===== src/rtl/cdsr_pkg.sv =====
// Package of constants and types for the channel diagnostic status registers
`default_nettype none
package cdsr_pkg;
  // Register addresses
  localparam logic [5:0] ADDR_GENERAL_STATUS    = 6'h2f;
  localparam logic [5:0] ADDR_OVERTEMP_FAULT    = 6'h30;
  localparam logic [5:0] ADDR_OPEN_LOAD_ON      = 6'h31;
  // Reset values
  localparam logic [7:0] RST_GENERAL_STATUS     = 8'h00;
  localparam logic [7:0] RST_OVERTEMP_FAULT     = 8'h00;
  localparam logic [7:0] RST_OPEN_LOAD_ON       = 8'h00;
  // Field positions in general_status
  localparam int         POS_PWM_LOW            = 2;
  localparam int         POS_SEL_TOGGLE         = 1;
  localparam int         POS_SUPPLY_UV          = 0;
  // Channel count
  localparam int         NUM_CH                 = 4;
  // Timing figures in their own units
  localparam int         CLK_HZ                 = 125000000;
  localparam int         PWM_LOW_SET_HZ         = 11000;
  localparam int         PWM_LOW_CLR_HZ         = 16000;
  localparam int         FALLBACK_BULB_HZ       = 160;
  localparam int         FALLBACK_LED_HZ        = 320;
  // Cycle counts derived from the clock rate (the two PWM thresholds round down, the two fallback counts divide exactly)
  localparam int         PWM_LOW_SET_CYC        = CLK_HZ / PWM_LOW_SET_HZ;
  localparam int         PWM_LOW_CLR_CYC        = CLK_HZ / PWM_LOW_CLR_HZ;
  localparam int         FALLBACK_BULB_CYC      = CLK_HZ / FALLBACK_BULB_HZ;
  localparam int         FALLBACK_LED_CYC       = CLK_HZ / FALLBACK_LED_HZ;
  // Half period of the chip-select timeout, in cycles
  localparam int         SEL_TO_HALF_CYC        = 4096;

  // Register read request from the serial frame decoder
  typedef struct packed {
    logic       en;
    logic       clr;
    logic [5:0] addr;
  } cdsr_rd_req_s;

  // Read answer
  typedef struct packed {
    logic       valid;
    logic [7:0] data;
  } cdsr_rd_rsp_s;
endpackage
`default_nettype wire


===== src/rtl/cdsr_regs.sv =====
// Diagnostic status registers: general status, over-temperature and open-load in ON state
`default_nettype none
module cdsr_regs #(
  parameter int PWM_LOW_SET_CYC   = cdsr_pkg::PWM_LOW_SET_CYC,
  parameter int PWM_LOW_CLR_CYC   = cdsr_pkg::PWM_LOW_CLR_CYC,
  parameter int FALLBACK_BULB_CYC = cdsr_pkg::FALLBACK_BULB_CYC,
  parameter int FALLBACK_LED_CYC  = cdsr_pkg::FALLBACK_LED_CYC,
  parameter int SEL_TO_HALF_CYC   = cdsr_pkg::SEL_TO_HALF_CYC
) (
  input  wire logic                 clk_sys,
  input  wire logic                 rst_n,
  input  wire logic                 pwm_clk_pin,
  input  wire logic                 sel_n_pin,
  input  wire logic                 supply_uv_det,
  input  wire logic [3:0]           overtemp_det,
  input  wire logic [3:0]           open_load_det,
  input  wire logic [3:0]           output_channel_on,
  input  wire logic [3:0]           shutdown_recovery_select,
  input  wire logic [3:0]           load_type_select,
  input  wire cdsr_pkg::cdsr_rd_req_s rd_req,
  output cdsr_pkg::cdsr_rd_rsp_s    rd_rsp,
  output logic                      global_error_flag,
  output logic [3:0]                fallback_pwm_tick
);
  localparam int CW = 24;
  localparam int NS = 11;

  logic [NS-1:0] async_bus;
  logic [NS-1:0] sync_bus;
  logic          pwm_s;
  logic          sel_n_s;
  logic          uv_s;
  logic [3:0]    ot_s;
  logic [3:0]    ol_s;

  logic          pwm_prev_ff, sel_prev_ff;
  logic [CW-1:0] per_cnt_ff, nxt_per_cnt;
  logic          pwm_low_ff, nxt_pwm_low;
  logic          pwm_rise, sel_rise;
  logic [CW-1:0] to_cnt_ff, nxt_to_cnt;
  logic          sel_toggle_ff, nxt_sel_toggle;
  logic          uv_ff, nxt_uv;
  logic [CW-1:0] bulb_cnt_ff, nxt_bulb_cnt;
  logic [CW-1:0] led_cnt_ff, nxt_led_cnt;
  logic          bulb_tick, led_tick;
  logic [3:0]    tick_ff, nxt_tick;
  logic [3:0]    ot_ff, nxt_ot;
  logic [3:0]    ol_ff, nxt_ol;
  logic          clr_ot, clr_ol;
  cdsr_pkg::cdsr_rd_rsp_s rsp_ff, nxt_rsp;

  // Pins and analog detectors all cross into the clock domain;
  // select goes in inverted so the cleared synchroniser reads as deselected
  assign async_bus = {pwm_clk_pin, ~sel_n_pin, supply_uv_det, overtemp_det, open_load_det};

  cdsr_sync #(
    .W        (NS)
  ) u_sync (
    .clk_sys  (clk_sys),
    .rst_n    (rst_n),
    .async_in (async_bus),
    .sync_out (sync_bus)
  );

  assign pwm_s   = sync_bus[10];
  assign sel_n_s = ~sync_bus[9];
  assign uv_s    = sync_bus[8];
  assign ot_s    = sync_bus[7:4];
  assign ol_s    = sync_bus[3:0];

  // Edge detection on the synchronised levels
  assign pwm_rise = pwm_s & ~pwm_prev_ff;
  assign sel_rise = sel_n_s & ~sel_prev_ff;

  // Period measurement; saturates so a stopped clock still counts as low
  always_comb begin
    nxt_per_cnt = per_cnt_ff;
    nxt_pwm_low = pwm_low_ff;
    if (pwm_rise) begin
      nxt_per_cnt = '0;
      if (per_cnt_ff < CW'(PWM_LOW_CLR_CYC)) begin
        nxt_pwm_low = 1'b0;
      end
    end else if (per_cnt_ff != {CW{1'b1}}) begin
      nxt_per_cnt = per_cnt_ff + CW'(1);
    end
    if (per_cnt_ff >= CW'(PWM_LOW_SET_CYC)) begin
      nxt_pwm_low = 1'b1;
    end
  end

  // Timeout toggle runs while select is low, cleared on its rising edge
  always_comb begin
    nxt_to_cnt     = to_cnt_ff;
    nxt_sel_toggle = sel_toggle_ff;
    if (sel_rise) begin
      nxt_to_cnt     = '0;
      nxt_sel_toggle = 1'b0;
    end else if (!sel_n_s) begin
      if (to_cnt_ff == CW'(SEL_TO_HALF_CYC - 1)) begin
        nxt_to_cnt     = '0;
        nxt_sel_toggle = ~sel_toggle_ff;
      end else begin
        nxt_to_cnt = to_cnt_ff + CW'(1);
      end
    end
  end

  // Hysteresis lives in the analog detector, so the flag just follows it
  always_comb begin
    nxt_uv = uv_s;
  end

  // Internal fallback clocks, counting only while the external clock is low
  assign bulb_tick = (bulb_cnt_ff == CW'(FALLBACK_BULB_CYC - 1));
  assign led_tick  = (led_cnt_ff == CW'(FALLBACK_LED_CYC - 1));

  always_comb begin
    nxt_bulb_cnt = '0;
    nxt_led_cnt  = '0;
    if (pwm_low_ff) begin
      nxt_bulb_cnt = bulb_tick ? '0 : bulb_cnt_ff + CW'(1);
      nxt_led_cnt  = led_tick ? '0 : led_cnt_ff + CW'(1);
    end
  end

  // Read decode: clear strobes follow the read that reports the bits
  assign clr_ot = rd_req.en & rd_req.clr & (rd_req.addr == cdsr_pkg::ADDR_OVERTEMP_FAULT);
  assign clr_ol = rd_req.en & rd_req.clr & (rd_req.addr == cdsr_pkg::ADDR_OPEN_LOAD_ON);

  // Per-channel fault bits; a detection in the clear cycle survives it
  genvar ch;
  generate
    for (ch = 0; ch < cdsr_pkg::NUM_CH; ch++) begin : g_ch
      always_comb begin
        nxt_tick[ch] = pwm_low_ff & (load_type_select[ch] ? led_tick : bulb_tick);
        if (shutdown_recovery_select[ch]) begin
          nxt_ot[ch] = ot_s[ch];
        end else begin
          nxt_ot[ch] = ot_s[ch] | (ot_ff[ch] & ~clr_ot);
        end
        if (output_channel_on[ch]) begin
          nxt_ol[ch] = ol_s[ch];
        end else begin
          nxt_ol[ch] = ol_ff[ch] & ~clr_ol;
        end
      end
    end
  endgenerate

  // Read answer carries the value sampled before the clear lands
  always_comb begin
    nxt_rsp       = '0;
    nxt_rsp.valid = rd_req.en;
    if (rd_req.en) begin
      case (rd_req.addr)
        cdsr_pkg::ADDR_GENERAL_STATUS: begin
          nxt_rsp.data[cdsr_pkg::POS_PWM_LOW]    = pwm_low_ff;
          nxt_rsp.data[cdsr_pkg::POS_SEL_TOGGLE] = sel_toggle_ff;
          nxt_rsp.data[cdsr_pkg::POS_SUPPLY_UV]  = uv_ff;
        end
        cdsr_pkg::ADDR_OVERTEMP_FAULT: begin
          nxt_rsp.data = {4'h0, ot_ff};
        end
        cdsr_pkg::ADDR_OPEN_LOAD_ON: begin
          nxt_rsp.data = {4'h0, ol_ff};
        end
        default: begin
          nxt_rsp.data = 8'h00;
        end
      endcase
    end
  end

  // State registers
  always_ff @(posedge clk_sys or negedge rst_n) begin
    if (!rst_n) begin
      pwm_prev_ff   <= 1'b0;
      sel_prev_ff   <= 1'b1; // Idle level, so no false edge after reset
      per_cnt_ff    <= '0;
      pwm_low_ff    <= cdsr_pkg::RST_GENERAL_STATUS[cdsr_pkg::POS_PWM_LOW];
      to_cnt_ff     <= '0;
      sel_toggle_ff <= cdsr_pkg::RST_GENERAL_STATUS[cdsr_pkg::POS_SEL_TOGGLE];
      uv_ff         <= cdsr_pkg::RST_GENERAL_STATUS[cdsr_pkg::POS_SUPPLY_UV];
      bulb_cnt_ff   <= '0;
      led_cnt_ff    <= '0;
      tick_ff       <= 4'h0;
      ot_ff         <= cdsr_pkg::RST_OVERTEMP_FAULT[3:0];
      ol_ff         <= cdsr_pkg::RST_OPEN_LOAD_ON[3:0];
      rsp_ff        <= '0;
    end else begin
      pwm_prev_ff   <= pwm_s;
      sel_prev_ff   <= sel_n_s;
      per_cnt_ff    <= nxt_per_cnt;
      pwm_low_ff    <= nxt_pwm_low;
      to_cnt_ff     <= nxt_to_cnt;
      sel_toggle_ff <= nxt_sel_toggle;
      uv_ff         <= nxt_uv;
      bulb_cnt_ff   <= nxt_bulb_cnt;
      led_cnt_ff    <= nxt_led_cnt;
      tick_ff       <= nxt_tick;
      ot_ff         <= nxt_ot;
      ol_ff         <= nxt_ol;
      rsp_ff        <= nxt_rsp;
    end
  end

  // Either supply or clock trouble raises the global error
  assign global_error_flag = pwm_low_ff | uv_ff;
  assign fallback_pwm_tick = tick_ff;
  assign rd_rsp            = rsp_ff;

  // Counters must fit the counts they serve
  initial begin
    if (PWM_LOW_SET_CYC < 2 || PWM_LOW_CLR_CYC < 1 || PWM_LOW_CLR_CYC >= PWM_LOW_SET_CYC)
      $error("cdsr_regs: bad PWM clock thresholds");
    if (FALLBACK_BULB_CYC < 2 || FALLBACK_LED_CYC < 2 || SEL_TO_HALF_CYC < 1)
      $error("cdsr_regs: bad divider counts");
    if (FALLBACK_BULB_CYC >= (1 << CW) || SEL_TO_HALF_CYC >= (1 << CW))
      $error("cdsr_regs: count exceeds counter width");
  end
endmodule
`default_nettype wire


===== src/rtl/cdsr_sync.sv =====
// Two flip-flop synchroniser for a bundle of asynchronous levels
`default_nettype none
module cdsr_sync #(
  parameter int W = 1
) (
  input  wire logic         clk_sys,
  input  wire logic         rst_n,
  input  wire logic [W-1:0] async_in,
  output logic      [W-1:0] sync_out
);
  logic [W-1:0] meta_ff;

  // First stage feeds only the second stage
  always_ff @(posedge clk_sys or negedge rst_n) begin
    if (!rst_n) begin
      meta_ff  <= '0;
      sync_out <= '0;
    end else begin
      meta_ff  <= async_in;
      sync_out <= meta_ff;
    end
  end

  initial begin
    if (W < 1) $error("cdsr_sync: width must be at least one");
  end
endmodule
`default_nettype wire


===== config.mk =====
export PLATFORM = sky130hd
export DESIGN_NAME = cdsr_regs
export DESIGN_NICKNAME = d
export VERILOG_FILES = /design/src/rtl/cdsr_pkg.sv /design/src/rtl/cdsr_regs.sv /design/src/rtl/cdsr_sync.sv
export SDC_FILE = /design/constraint.sdc
export NUM_CORES = 1
export LEC_CHECK = 0
export BUFFER_PORTS_ARGS = -buffer_cell sky130_fd_sc_hd__buf_4
export CORE_MARGIN = 2
export CORE_UTILIZATION = 50
export CTS_BUF_LIST = sky130_fd_sc_hd__clkbuf_2
export DETAILED_ROUTE_END_ITERATION = 7
export GPL_ROUTABILITY_DRIVEN = 0
export GPL_TIMING_DRIVEN = 1
export PLACE_DENSITY_LB_ADDON = 0.15
export SLEW_MARGIN = 20
export SYNTH_ARGS = -nofsm -noshare
export SYNTH_HDL_FRONTEND = slang
export SYNTH_SLANG_ARGS = --single-unit

===== constraint.sdc =====
create_clock -name clk_sys -period 2.2 [get_ports clk_sys]
set_clock_uncertainty 0.05 [all_clocks]
set_input_delay 0.33 -clock clk_sys [delete_from_list [all_inputs] [get_ports clk_sys]]
set_output_delay 0.33 -clock clk_sys [all_outputs]
set_load 0.01 [all_outputs]

After elaboration in Yosys (flattened, before gate mapping) --
Cells that the tools add are included.
Word-level totals: register bits 144, input bits 33, output and inout bits 14, word-level logic and storage cells 95
Operators by class: $add $sub $neg 4, order comparisons 2, eq/ne operators 7, multiplexer cells 30, bitwise logic cells 29, reductions and logical operators 7
Operators with widths (count):
- 24-bit 2-to-1 mux | 9
- 24-bit by 1-bit adder with 24-bit output, second input constant | 4
- 24-bit by 12-bit == test with 1-bit output, second input constant | 1
- 24-bit by 19-bit == test with 1-bit output, second input constant | 1
- 24-bit by 20-bit == test with 1-bit output, second input constant | 1
- 24-bit by 14-bit greater-or-equal comparator with 1-bit output, second input constant | 1
- 24-bit by 13-bit less-than comparator with 1-bit output, second input constant | 1
- 24-bit inequality test, second input constant | 1
- 6-bit == test, second input constant | 3
- 1-bit 2-to-1 mux | 18
- 1-bit AND | 17
- 2-bit nonzero test | 5
- 3-bit one-hot mux with 3 select lines | 1
- 1-bit NOT | 7
- 1-bit OR | 5
- 4-bit 2-to-1 mux | 1
- 2-bit AND reduction | 2
- 1-bit one-hot mux with 2 select lines | 1

Longest topological paths before layout --
depth after elaboration 6, gate-level depth with buffers 9, gate-level depth less buffers 7

Hierarchy --
From an unflattened synthesis, not the netlist that was laid out.
Unflattened totals: cells, all modules 670, area total of the unflattened synthesis 6717.7 sq um
Modules (own cells, without submodules):
- cdsr_regs | times used 1, cells an instance 648, area an instance 6167.2 sq um, seq. area each 2954.1 sq um
- cdsr_sync | times used 1, cells an instance 22, area an instance 550.5 sq um, seq. area each 550.5 sq um

Worst setup path before layout --
Ideal clock, no wire load.
kind reg2reg, from register to_cnt_ff[0], to register to_cnt_ff[22], library setup time 0.118 ns, arrival 2.053 ns, data required time 2.032 ns, path slack -0.021 ns, cell stages (with the launch flop) 9, path buffers 2, period minus slack after synthesis 2.221 ns, path through dfrtp_1 ha_1 nand3_1 or4_4 buf_6 o31ai_4 buf_6 o21ai_1 a21o_1
Between the ends: cells in the longest elaborated chain, start to end 4, elaborated cells on any way between the ends 5, classes of those cells 1 x add/sub; 1 x eq/ne; 3 x mux
RTL lines:
- start, declared | RTL line cdsr_regs.sv:40 | logic [CW-1:0] to_cnt_ff, nxt_to_cnt;
- start signal, assigned | RTL line cdsr_regs.sv:196 | to_cnt_ff <= nxt_to_cnt;
- 24-bit by 1-bit adder with 24-bit output / 24-bit by 12-bit == test with 1-bit output (equally long branches) | RTL line cdsr_regs.sv:104, cdsr_regs.sv:100
- 24-bit 2-to-1 mux (*) | RTL line cdsr_regs.sv:100 | if (to_cnt_ff == CW'(SEL_TO_HALF_CYC - 1)) begin
- 24-bit 2-to-1 mux (*) | RTL line cdsr_regs.sv:99 | end else if (!sel_n_s) begin
- 24-bit 2-to-1 mux (*) | RTL line cdsr_regs.sv:96 | if (sel_rise) begin
Mark *: on every way between the ends. The rest lies on a longest branch, timed or not. The select of a mux whose other input is x is not followed. A chain may end at the register's enable or synchronous reset.

Final worst setup path --
from register to_cnt_ff[1], to register to_cnt_ff[22]
Same word-level chain as after synthesis.

==> flow_summary.json <==
{
  "tns_ns": 0,
  "fillers": 1102,
  "coreArea_um2": 13100,
  "p_clk_frac": 0.368,
  "port-buffer-count": 42,
  "path_clk_slew_ns": 0.19,
  "fin_cells": 979,
  "synth_largest_area_cell": "dfrtp_1",
  "yosys_warnings": 0,
  "seq_power_share": 0.551,
  "gr-total-overflow": 0,
  "dp_hpwl_mm": 9.93,
  "diodes": 0,
  "vias": 5383,
  "wire_per_inst_um": 15.3,
  "vdd_drop_max_v": 0.000470,
  "synthCells": 688,
  "maxSlewViolCount": 0,
  "cts.sinks": 140,
  "relSlewSlack": 0.575,
  "synth_edf_count": 0,
  "p_leak_nw": 3.41,
  "drive_above_1_share": 0.166,
  "tightestPinTransition_ns": 0.635,
  "io_pins": 47,
  "cts-root-buf": "clkbuf_2",
  "grtUsageMet1": 0.300,
  "final_area_um2": 8060,
  "chipHeight_um": 120,
  "setup_viol": 0,
  "finalCritPeriodShare": 0.960,
  "drtIter0Drc": 401,
  "rsz0062_at_grt": "yes",
  "die_x_um": 120,
  "outcome": "finished clean",
  "area_delta_synth_final_pct": 20.7,
  "grt_start_max_net_pins": 48,
  "synth-seq-area-share": 0.525,
  "synthTopCellsByArea": "dfrtp_1 (52%), nor2_1 (4.9%), xor2_1 (4.3%)",
  "insertion_delay_ns": 0.72,
  "numCtsBuffers": 17,
  "worstPathRequired_ns": 2.77,
  "startpoint_type": "register",
  "busiest_layer": "met2",
  "power_density_nw_per_um2": 610,
  "grt_pass1_wl_mm": 25.2,
  "hold_viol_final": 0,
  "p_int_w": 0.00372,
  "synth_flop_cell": "dfrtp_1",
  "dieArea_um2": 14300,
  "grt_pass1_vias": 5263,
  "p_sw_frac": 0.243,
  "ant_nets": 0,
  "drc": 0,
  "avgSynthCellArea_um2": 9.70,
  "ys_types": 55,
  "layout.nets": 829,
  "cp_max_fo": 11,
  "regArea_um2": 3500,
  "final_common_cell": "dfrtp_1",
  "met3_usage": 0.0528,
  "met2_usage": 0.357,
  "clockBufferDepth": 2,
  "antenna_found_initial": 0,
  "initial_core_util": 0.508,
  "tritoncts": "built",
  "holdCritPathClass": "primary input to register",
  "synth-seq-cells": 140,
  "viasPerCell": 5.50,
  "most-common-layout-cells": "dfrtp_1 (139), nor2_1 (87), buf_4 (69)",
  "rows": 42,
  "fmax_mhz": 473,
  "worstSetupPathType": "register to register",
  "track_usage": 0.221,
  "end_kind": "register",
  "synth-async-reset-ratio": 1.00,
  "ctsHtreeMaxLevel": 4,
  "cp_data_arrival_time_ns": 2.68,
  "netlist_area_um2": 6680,
  "place_area_um2": 7310,
  "first_pass_iters": 7,
  "synth.top_cell.area_share": 0.521,
  "netSwitchingPower_w": 0.00120,
  "routed_wirelength_mm": 15.0,
  "place_inst": 906,
  "p_comb_frac": 0.080,
  "cap_violations": 0,
  "fin_crit_ns": 2.11,
  "multi_input_area_um2": 2980
}
-- kinds of logic after synthesis --
logic type               share of synthesized area
buffers and inverters                       0.0360
flip-flops                                   0.525
AO/OA/AOI/OAI                               0.0829
XOR/XNOR                                    0.0787
other                                     0.000562
adder cells (fa/ha/maj)                     0.0112
multiplexers                                0.0150
AND/OR/NAND/NOR                              0.251
-- per-layer routing --
layer,up-vias,share of wire
li1,2610,-
met1,2643,0.46
met2,113,0.49
met3,17,0.037
met4,0,0.013
met5,-,0
-- state kept, by name, indices dropped and copies added, names as in the netlist --
register and flops:
bulb_cnt_ff 24, led_cnt_ff 24, per_cnt_ff 24, to_cnt_ff 24, u_sync.meta_ff 11, u_sync.sync_out 11, rd_rsp 5, fallback_pwm_tick 4
ol_ff 4, ot_ff 4, pwm_low_ff 1, pwm_prev_ff 1, sel_prev_ff 1, sel_toggle_ff 1, uv_ff 1
-- synth_stat cells, types with 3 or more instances --
cell type	number
nand3_1	48
or2_2	3
a21oi_1	25
buf_4	4
xor2_1	33
and4_1	10
and2_1	5
nor2_1	87
a21o_1	3
o31ai_1	3
or4_1	4
ha_1	6
inv_1	22
nor2b_1	7
buf_2	9
nor3_1	16
nand4_1	33
nand2b_1	5
clkbuf_1	15
mux2i_1	10
xnor2_1	27
or3_1	9
nor4_1	19
a31o_2	4
or3_2	7
o21ai_0	35
nand2_1	56
and3_1	11
dfrtp_1	139
-- power by group through the flow --
stage	logic (W)	registers, W	clock network [W]
after floorplan	0.000167	0.00274	0
after global routing	0.000436	0.00272	0.00197
final	0.000395	0.00271	0.00181
after global placement	0.000315	0.00275	0
after detailed placement	0.000327	0.00276	0
after CTS	0.000390	0.00271	0.00185
-- what timing repair did --
action / in CTS / in global routing
endpoints found under the hold margin: 167 / 0
setup buffers: 0 / 3
endpoints found under the setup margin: 7 / 40
hold buffers: 38 / 0
pin swaps: 0 / 1
resized for setup: 3 / 4
-- critical path, stage by stage (launching register included) --
cell and delay (ns):
dfrtp_1 0.40, ha_2 0.22, nand3_2 0.11, or4_4 0.57
o31ai_4 0.25, buf_6 0.18, o21ai_1 0.08, a21o_1 0.16
-- cell type report --
class	instances	area share
Sequential cell	140	0.435
Multi-Input combinational cell	498	0.370
Timing Repair Buffer	111	0.120
Tap cell	176	0.0273
Clock inverter	11	0.0239
Clock buffer	21	0.0130
Inverter	22	0.0102
-- worst paths after layout --
check / end / cells past startpoint / from / slack (ns)
hold reg to reg: u_sync.sync_out[5] / 0 / u_sync.meta_ff[5] / 0.32
setup reg to reg: to_cnt_ff[22] / 7 / to_cnt_ff[1] / 0.09
min in group asynchronous: bulb_cnt_ff[15] / 3 / rst_n / 0.48
hold / removal: ot_ff[2] / 3 / rd_req[6] / 0.07
setup / recovery: to_cnt_ff[22] / 7 / to_cnt_ff[1] / 0.09
max in group asynchronous: fallback_pwm_tick[2] / 4 / rst_n / 1.03
-- through the flow --
stage / setup WS [ns] / total power, W / util / hold WS, ns
6_report: 0.0871 / 0.00491 / 0.613 / 0.0704
5_1_grt: -0.00816 / 0.00513 / 0.613 / 0.0170
4_1_cts: 0.0136 / 0.00495 / 0.610 / 0.00190
3_5_place_dp: 0.0197 / 0.00308 / 0.556 / 0.218
3_3_place_gp: 0.0893 / 0.00307 / 0.556 / 0.218
2_1_floorplan: -0.00361 / 0.00291 / - / -0.0156
Note: power is estimated with default switching activity, not from simulation.
